**config.mk**
```make
export PLATFORM = sky130hd
export DESIGN_NAME = ccsc_top
export DESIGN_NICKNAME = d
export VERILOG_FILES = /design/src/logic/ccsc_pkg.sv /design/src/logic/ccsc_store_if.sv /design/src/logic/ccsc_byte_array.sv /design/src/logic/ccsc_top.sv
export SDC_FILE = /design/constraint.sdc
export NUM_CORES = 2
export LEC_CHECK = 0
export BUFFER_PORTS_ARGS = -buffer_cell sky130_fd_sc_hd__buf_2
export CORE_ASPECT_RATIO = 0.8
export CORE_MARGIN = 5
export CORE_UTILIZATION = 40
export CTS_BUF_LIST = sky130_fd_sc_hd__clkbuf_2
export CTS_CLUSTER_SIZE = 28
export DETAILED_ROUTE_END_ITERATION = 12
export MAX_ROUTING_LAYER = met4
export RECOVER_POWER = 100
export SLEW_MARGIN = 15
export SYNTH_ARGS = -nofsm -noshare
export SYNTH_HDL_FRONTEND = slang
export SYNTH_SLANG_ARGS = --single-unit
```
**constraint.sdc**
```tcl
create_clock -name clk -period 48.4 [get_ports clk]
set_input_delay 2.42 -clock clk [delete_from_list [all_inputs] [get_ports clk]]
set_output_delay 2.42 -clock clk [all_outputs]
set_load 0.02 [all_outputs]
```
**src/logic/ccsc_pkg.sv**
```systemverilog
// Notes on behaviour
// - Sleep after line low over ten seconds while sense magnitude below threshold.
// - In sleep the discharge, charge and self-discharge counters and their prescaler stop; the low-line timer can still count.
// - Rising host data line wakes device and resumes normal operation.
// - Activity output released when effective sense magnitude below threshold.
// - Activity output driven low when activity exceeds threshold, also in sleep; counters run only when awake.
// - Self-discharge rate doubles each ten degree step over the whole step range 0 to 7, below 25 C as well as above.
// - Measured offset stored in offset store at calibration, readable by host.
// - 128-byte array, every byte host read/write; device registers are kept outside it.
// - Host data line is open drain; device only senses it and never drives it (oe held low).
// - Sense a below sense b is discharge; opposite polarity is charge.
// - Threshold is 3.84mV divided by setting 1 to 7; zero invalid.
// - Mode and threshold register resets to 0eh.
package ccsc_pkg;
  localparam int        CLK_HZ           = 50_000_000;
  localparam int        SLEEP_TIME_S     = 10;
  localparam longint    SLEEP_CYCLES     = longint'(SLEEP_TIME_S) * longint'(CLK_HZ);
  localparam logic [7:0] MODE_RESET      = 8'h0e;
  localparam int        WOE_LSB          = 1;
  localparam int        WOE_W            = 3;
  localparam int        MEM_DEPTH        = 128;
  localparam int        DEV_BYTES        = 13;
  localparam int        ADDR_W           = 7;
  localparam int        TEMP_NOMINAL_STEP = 3;
  localparam int        SCR_BASE_DIV     = 128;
  // Threshold numerator in sense LSBs (3.84mV scaled to sense units)
  localparam logic [15:0] WOE_NUMERATOR  = 16'h0133;
  typedef enum logic {CCSC_NORMAL, CCSC_SLEEP} ccsc_state_t;
endpackage : ccsc_pkg

```
**src/logic/ccsc_store_if.sv**
```systemverilog
`timescale 1ns/1ps
interface ccsc_store_if;
  logic       we;
  logic [6:0] addr;
  logic [7:0] wdata;
  logic [7:0] rdata;
  modport ctrl (output we, output addr, output wdata, input rdata);
  modport mem  (input we, input addr, input wdata, output rdata);
endinterface : ccsc_store_if

```
**src/logic/ccsc_byte_array.sv**
```systemverilog
`timescale 1ns/1ps
module ccsc_byte_array #(
  parameter int DEPTH = ccsc_pkg::MEM_DEPTH
) (
  // Clock and reset
  input wire logic clk,
  input wire logic resetn,
  // Access port
  ccsc_store_if.mem st
);
  logic [7:0] mem_ff [DEPTH];
  logic [7:0] nxt_mem [DEPTH];
  logic [7:0] rd_ff;
  always_comb begin
    for (int i = 0; i < DEPTH; i++) begin
      nxt_mem[i] = mem_ff[i];
    end
    if (st.we) begin
      nxt_mem[st.addr] = st.wdata;
    end
  end
  always_ff @(posedge clk or negedge resetn) begin
    if (!resetn) begin
      for (int i = 0; i < DEPTH; i++) begin
        mem_ff[i] <= 8'h00;
      end
      rd_ff <= 8'h00;
    end else begin
      mem_ff <= nxt_mem;
      rd_ff  <= mem_ff[st.addr];
    end
  end
  assign st.rdata = rd_ff;
endmodule : ccsc_byte_array

```
**src/logic/ccsc_top.sv**
```systemverilog
`timescale 1ns/1ps
module ccsc_top #(
  parameter longint SLEEP_CYCLES = ccsc_pkg::SLEEP_CYCLES,
  parameter int     CNT_W        = 16
) (
  // Clock and reset
  input  wire logic              clk,
  input  wire logic              resetn,
  // Host data line, open drain
  input  wire logic              host_data_line_in,
  output logic                   host_data_line_out,
  output logic                   host_data_line_oe,
  // Sense inputs, signed, offset already applied by front end
  input  wire logic signed [15:0] sense_in_a,
  input  wire logic signed [15:0] sense_in_b,
  // Calibration
  input  wire logic              cal_strobe,
  input  wire logic signed [7:0] cal_offset,
  // Temperature step 0..7
  input  wire logic [2:0]        temp_step,
  // Host-side register access
  input  wire logic              host_we,
  input  wire logic [6:0]        host_addr,
  input  wire logic [7:0]        host_wdata,
  input  wire logic [7:0]        mode_wdata,
  input  wire logic              mode_we,
  input  wire logic [2:0]        clear_req,
  output logic [7:0]             host_rdata,
  // Status
  output logic                   activity_out,
  output logic                   activity_oe,
  output logic                   asleep,
  output logic [7:0]             mode_threshold_reg,
  output logic [7:0]             offset_correction_store,
  output logic [CNT_W-1:0]       discharge_accumulator,
  output logic [CNT_W-1:0]       charge_accumulator,
  output logic [CNT_W-1:0]       self_discharge_accumulator
);
  // Host byte array
  ccsc_store_if st ();
  ccsc_byte_array u_arr (.clk(clk), .resetn(resetn), .st(st.mem));

  ccsc_pkg::ccsc_state_t state_ff;
  ccsc_pkg::ccsc_state_t nxt_state;
  logic [39:0]           timer_ff;
  logic [39:0]           nxt_timer;
  logic                  line_ff;
  logic                  nxt_line;
  logic [7:0]            mode_ff;
  logic [7:0]            nxt_mode;
  logic [7:0]            ofr_ff;
  logic [7:0]            nxt_ofr;
  logic [CNT_W-1:0]      dcr_ff;
  logic [CNT_W-1:0]      nxt_dcr;
  logic [CNT_W-1:0]      ccr_ff;
  logic [CNT_W-1:0]      nxt_ccr;
  logic [CNT_W-1:0]      scr_ff;
  logic [CNT_W-1:0]      nxt_scr;
  logic [15:0]           pre_ff;
  logic [15:0]           nxt_pre;
  logic signed [16:0]    vsr;
  logic [16:0]           vmag;
  logic [2:0]            setting;
  logic [15:0]           thresh;
  logic                  active;
  logic                  rise;
  logic [15:0]           scr_div;

  function automatic logic [15:0] woe_thresh(input logic [2:0] s);
    woe_thresh = (s == 3'h0) ? 16'hffff : ccsc_pkg::WOE_NUMERATOR / {13'h0000, s};
  endfunction : woe_thresh

  // Sense magnitude and activity
  assign setting = mode_ff[ccsc_pkg::WOE_LSB +: ccsc_pkg::WOE_W];
  assign thresh  = woe_thresh(setting);
  assign vsr     = 17'(sense_in_b) - 17'(sense_in_a);
  assign vmag    = vsr[16] ? 17'(-vsr) : vsr;
  assign active  = (setting != 3'h0) && (vmag > {1'b0, thresh});
  assign rise    = host_data_line_in && !line_ff;
  // rate doubles per step from step 0 to 7; nominal step is not used
  assign scr_div = 16'(ccsc_pkg::SCR_BASE_DIV) >> temp_step;

  // Low-line timer and line edge detector
  always_comb begin
    nxt_timer = timer_ff;
    nxt_line  = host_data_line_in;
    // timer restarts on line high or activity
    if (host_data_line_in || active) begin
      nxt_timer = 40'h00_0000_0000;
    end else if (timer_ff <= 40'(SLEEP_CYCLES)) begin
      nxt_timer = timer_ff + 40'h00_0000_0001;
    end
  end

  always_ff @(posedge clk or negedge resetn) begin
    if (!resetn) begin
      timer_ff <= 40'h00_0000_0000;
      // Idle level of the line, so no false edge follows reset
      line_ff  <= 1'b1;
    end else begin
      timer_ff <= nxt_timer;
      line_ff  <= nxt_line;
    end
  end

  // Operating state
  always_comb begin
    nxt_state = state_ff;
    unique case (state_ff)
      ccsc_pkg::CCSC_NORMAL: begin
        if (timer_ff > 40'(SLEEP_CYCLES) && !active && !host_data_line_in) begin
          nxt_state = ccsc_pkg::CCSC_SLEEP;
        end
      end
      ccsc_pkg::CCSC_SLEEP: begin
        if (rise) begin
          nxt_state = ccsc_pkg::CCSC_NORMAL;
        end
      end
    endcase
  end

  always_ff @(posedge clk or negedge resetn) begin
    if (!resetn) begin
      state_ff <= ccsc_pkg::CCSC_NORMAL;
    end else begin
      state_ff <= nxt_state;
    end
  end

  // Mode and offset registers
  always_comb begin
    nxt_mode = mode_ff;
    nxt_ofr  = ofr_ff;
    if (mode_we) begin
      nxt_mode = mode_wdata;
    end
    if (cal_strobe) begin
      nxt_ofr = cal_offset;
    end
  end

  always_ff @(posedge clk or negedge resetn) begin
    if (!resetn) begin
      mode_ff <= ccsc_pkg::MODE_RESET;
      ofr_ff  <= 8'h00;
    end else begin
      mode_ff <= nxt_mode;
      ofr_ff  <= nxt_ofr;
    end
  end

  // Counters and self-discharge prescaler
  always_comb begin
    nxt_dcr  = dcr_ff;
    nxt_ccr  = ccr_ff;
    nxt_scr  = scr_ff;
    nxt_pre  = pre_ff;
    if (state_ff == ccsc_pkg::CCSC_NORMAL) begin
      if (vsr > 17'sd0) begin
        nxt_dcr = dcr_ff + CNT_W'(1);
      end else if (vsr < 17'sd0) begin
        nxt_ccr = ccr_ff + CNT_W'(1);
      end
      if (pre_ff >= scr_div - 16'h0001) begin
        nxt_pre = 16'h0000;
        nxt_scr = scr_ff + CNT_W'(1);
      end else begin
        nxt_pre = pre_ff + 16'h0001;
      end
    end
    if (clear_req[0]) begin
      nxt_dcr = '0;
    end
    if (clear_req[1]) begin
      nxt_ccr = '0;
    end
    if (clear_req[2]) begin
      nxt_scr = '0;
    end
  end

  always_ff @(posedge clk or negedge resetn) begin
    if (!resetn) begin
      dcr_ff  <= '0;
      ccr_ff  <= '0;
      scr_ff  <= '0;
      pre_ff  <= 16'h0000;
    end else begin
      dcr_ff  <= nxt_dcr;
      ccr_ff  <= nxt_ccr;
      scr_ff  <= nxt_scr;
      pre_ff  <= nxt_pre;
    end
  end

  assign st.we    = host_we;
  assign st.addr  = host_addr;
  assign st.wdata = host_wdata;
  assign host_rdata = st.rdata;

  assign host_data_line_out = 1'b0;
  assign host_data_line_oe  = 1'b0;
  assign activity_out = 1'b0;
  assign activity_oe  = active;
  assign asleep       = (state_ff == ccsc_pkg::CCSC_SLEEP);
  assign mode_threshold_reg         = mode_ff;
  assign offset_correction_store    = ofr_ff;
  assign discharge_accumulator      = dcr_ff;
  assign charge_accumulator         = ccr_ff;
  assign self_discharge_accumulator = scr_ff;
endmodule : ccsc_top

```
==> impl_metrics.toml <==
[placement]
gp_congestion = 0.8616
port_buffers = 148
pre_cts_slack_ns = 18.67
dpl_cell_area_mm2 = 0.05925
place_hpwl_um = 100200

[finish]
largestRegisters = "u_arr.mem_ff (1024), timer_ff (40)"
nets = 5145
design_area_mm2 = 0.06141
drive_gt1_share_pct = 31.78
largest-register = "u_arr.mem_ff"
largest_reg_flops = 1024
synthToLayoutAreaGrowth_pct = 8.194

[synthesis]
synth_ff_type = "dfrtp_1"
async_reset_ff_share_pct = 100.0
syn_area_per_cell_um2 = 11.87
netlist_area_mm2 = 0.05676
synth_cell_type_count = 107
synthesis.instances = 4782
yosys_warnings = 0
synth_top_cell_by_area = "dfrtp_1"
synth_top_area_share_pct = 50.70
synth_area_leaders = "dfrtp_1, mux2_2, a22oi_1"
synth-edff-count = 0
synth_seq_cells = 1154
seq_area_frac_synth_pct = 50.89

[timing]
relSlewSlack_pct = -456.3
tns_ns = 0
period_needed_ns = 35.01
maxSlewViolCount = 1802
max_freq_ghz = 0.02856
min_period_over_period_pct = 72.33
rsz0062_at_grt = "false"
skew_ns = 0.1092
hold_viol = 0
setup_viol = 0
setup_ws_ns = 13.39
worst_pin_slew_ns = 8.344

[setup_path]
critPathMaxStageDelay_ns = 0.95
r2r_cells = 122
crit_arrival_ns = 32.59
critPathKind = "flop to output pin"
cp_max_fo = 26
critPathSlowestCell = "clkbuf_1"
start_kind = "flop"
cp.required_ns = 45.98
path_common_cell = "ha_1"
crit_path_end_kind = "output pin"

[power_and_ir_drop]
ir_worst_vdd_mv = 0.05102
power_density_mw_per_mm2 = 47.81
p_leak_nw = 28.39

[clock_tree]
cts_setup_buffers = 0
h-tree-depth = 5
cts_buffers = 315
cts_tree = "yes"
clkLatencyLatePin_ns = 1.60
clock_sinks = 1154
clock_path_buffers = 4
path_clk_slew_ns = 0.10
cts_hold_buffers = 0
root_buffer = "clkbuf_2"
cts.repair.resized = 0

[detailed_routing]
drc = 0
wirelength_um = 165600
ant_nets = 0
wl_per_cell_um = 23.45
num_vias = 41830
drt_first_pass_iters = 5
via_per_inst = 5.925
drt_iter0_drc = 3461

[die]
row_count = 123
core_mm2 = 0.1408
die_h_um = 346.9
die_w_um = 431.1
io_pins = 152
dieArea_mm2 = 0.1496
initial_core_util_pct = 40.31

[status]
status = "finished, violations left"
failed_checks = "max-capacitance violations, max-slew violations"

[grt]
antenna_found_initial = 3
gr-usage-all-layers_pct = 22.39
grt_overflow = 0
grt_pass1_vias = 41930
grt_start_max_net_pins = 164
grt_pass1_wl_um = 255800

[hold_path]
holdPathStages = 2
hp-class = "flop to flop"

[run]
max-cap-violations = 28
[cells in the final DEF, fill, tap and decap left out, types with 8 or more instances in the layout]
master | netlist | layout
clkinv_1 | 0 | 59
o21a_1 | 21 | 21
a21o_1 | 26 | 26
nand3_1 | 69 | 69
nor3b_1 | 10 | 11
ha_1 | 78 | 78
nor4_1 | 22 | 24
and4_1 | 9 | 9
nand4_1 | 123 | 123
or3_1 | 24 | 24
nor2_1 | 285 | 284
a22oi_1 | 374 | 374
o211ai_1 | 29 | 29
o21ai_1 | 11 | 8
a221oi_1 | 80 | 80
a211oi_1 | 15 | 15
clkbuf_2 | 0 | 433
inv_1 | 66 | 66
or2_2 | 18 | 17
and2_0 | 0 | 8
a22o_1 | 76 | 76
clkbuf_1 | 264 | 113
a21oi_1 | 99 | 99
dfrtp_1 | 1150 | 1150
nand2_1 | 190 | 190
xnor2_1 | 55 | 55
mux2i_1 | 18 | 19
nand2b_1 | 30 | 30
nor2b_1 | 19 | 19
and2_1 | 24 | 16
buf_2 | 9 | 60
o21bai_1 | 12 | 12
and3_1 | 32 | 32
a31oi_1 | 59 | 59
o21ai_0 | 104 | 108
mux2_2 | 1047 | 1044
buf_4 | 3 | 32
xor2_1 | 70 | 70
o31ai_1 | 8 | 8
nor3_1 | 60 | 62
[power breakdown]
part           switching [mW]  leakage, nW  internal (mW)
registers              0.0450         15.7           1.04
logic                   0.756         10.7          0.434
clock network           0.407         1.97          0.253
[per-stage QoR]
step | util (%) | std cells | power [mW] | hold slack, ns
floorplan | - | 4784 | 1.983 | 0.4545
global placement | 42.08 | 6549 | 2.272 | 0.4775
detailed placement | 42.08 | 6549 | 2.273 | 0.4868
CTS | 43.87 | 7054 | 2.944 | 0.5023
global route | 43.61 | 7059 | 3.133 | 0.5189
finish | 43.61 | 7060 | 2.936 | 0.4998
[worst max-delay path: cells and delay by family (launching register included)]
kind            cells  cell delay [ns]
simple gates       42            11.63
compound gates     45             8.92
fa+ha+maj          17             6.03
mux                 5             2.00
buf+inv             5             1.90
flops               1             0.55
[routing by layer]
layer  track usage, %  share of wire (%)  vias to the layer above
li1                 -                  -                    18480
met1            32.21                 47                    21630
met2            32.28                 44                     1431
met3            3.976                6.5                      288
met4            6.875                2.4                        0
met5                -                  0                        -
[cell type report]
cell class	instances	area, um2
clock buffer	433	2167
timing repair buffer	207	1005
clock inverter	72	356.6
sequential	1154	28880
inverter	66	247.7
multi-input combinational	3247	26390
antenna	6	15.01
tap	1875	2346
fill	13430	79410
[worst paths after layout]
check                                                   from                            end  slack [ns]
max reg2reg                mode_threshold_reg[2]$_DFFE_PN1P_       timer_ff[19]$_DFFE_PN0P_       13.92
max                        mode_threshold_reg[2]$_DFFE_PN1P_                    activity_oe       13.39
min                                 timer_ff[33]$_DFFE_PN0P_       timer_ff[33]$_DFFE_PN0P_        0.50
max in group asynchronous                             resetn  u_arr.mem_ff[779]$_DFFE_PN0P_       24.58
min in group asynchronous                             resetn  u_arr.mem_ff[150]$_DFFE_PN0P_        3.05
min reg2reg                         timer_ff[33]$_DFFE_PN0P_       timer_ff[33]$_DFFE_PN0P_        0.50
[cells in the mapped netlist, types with 59 or more instances]
master    instances
nor3_1           60
a22oi_1         374
o21ai_0         104
a221oi_1         80
a31oi_1          59
nand3_1          69
mux2_2         1047
xor2_1           70
nand2_1         190
a21oi_1          99
nand4_1         123
inv_1            66
ha_1             78
dfrtp_1        1150
nor2_1          285
a22o_1           76
clkbuf_1        264
[kinds of logic after synthesis]
family | Yosys count | synth area share (%)
and+or+nand+nor | 971 | 8.743
xor gates and xnor gates | 126 | 1.958
other | 2 | 0.01323
adders and majority gates | 79 | 1.755
DFF | 1154 | 50.89
muxes | 1067 | 21.14
AOI/OAI and AO/OA | 1000 | 12.92
buffers and inverters | 383 | 2.586
Power figures use the tool's default switching activity.
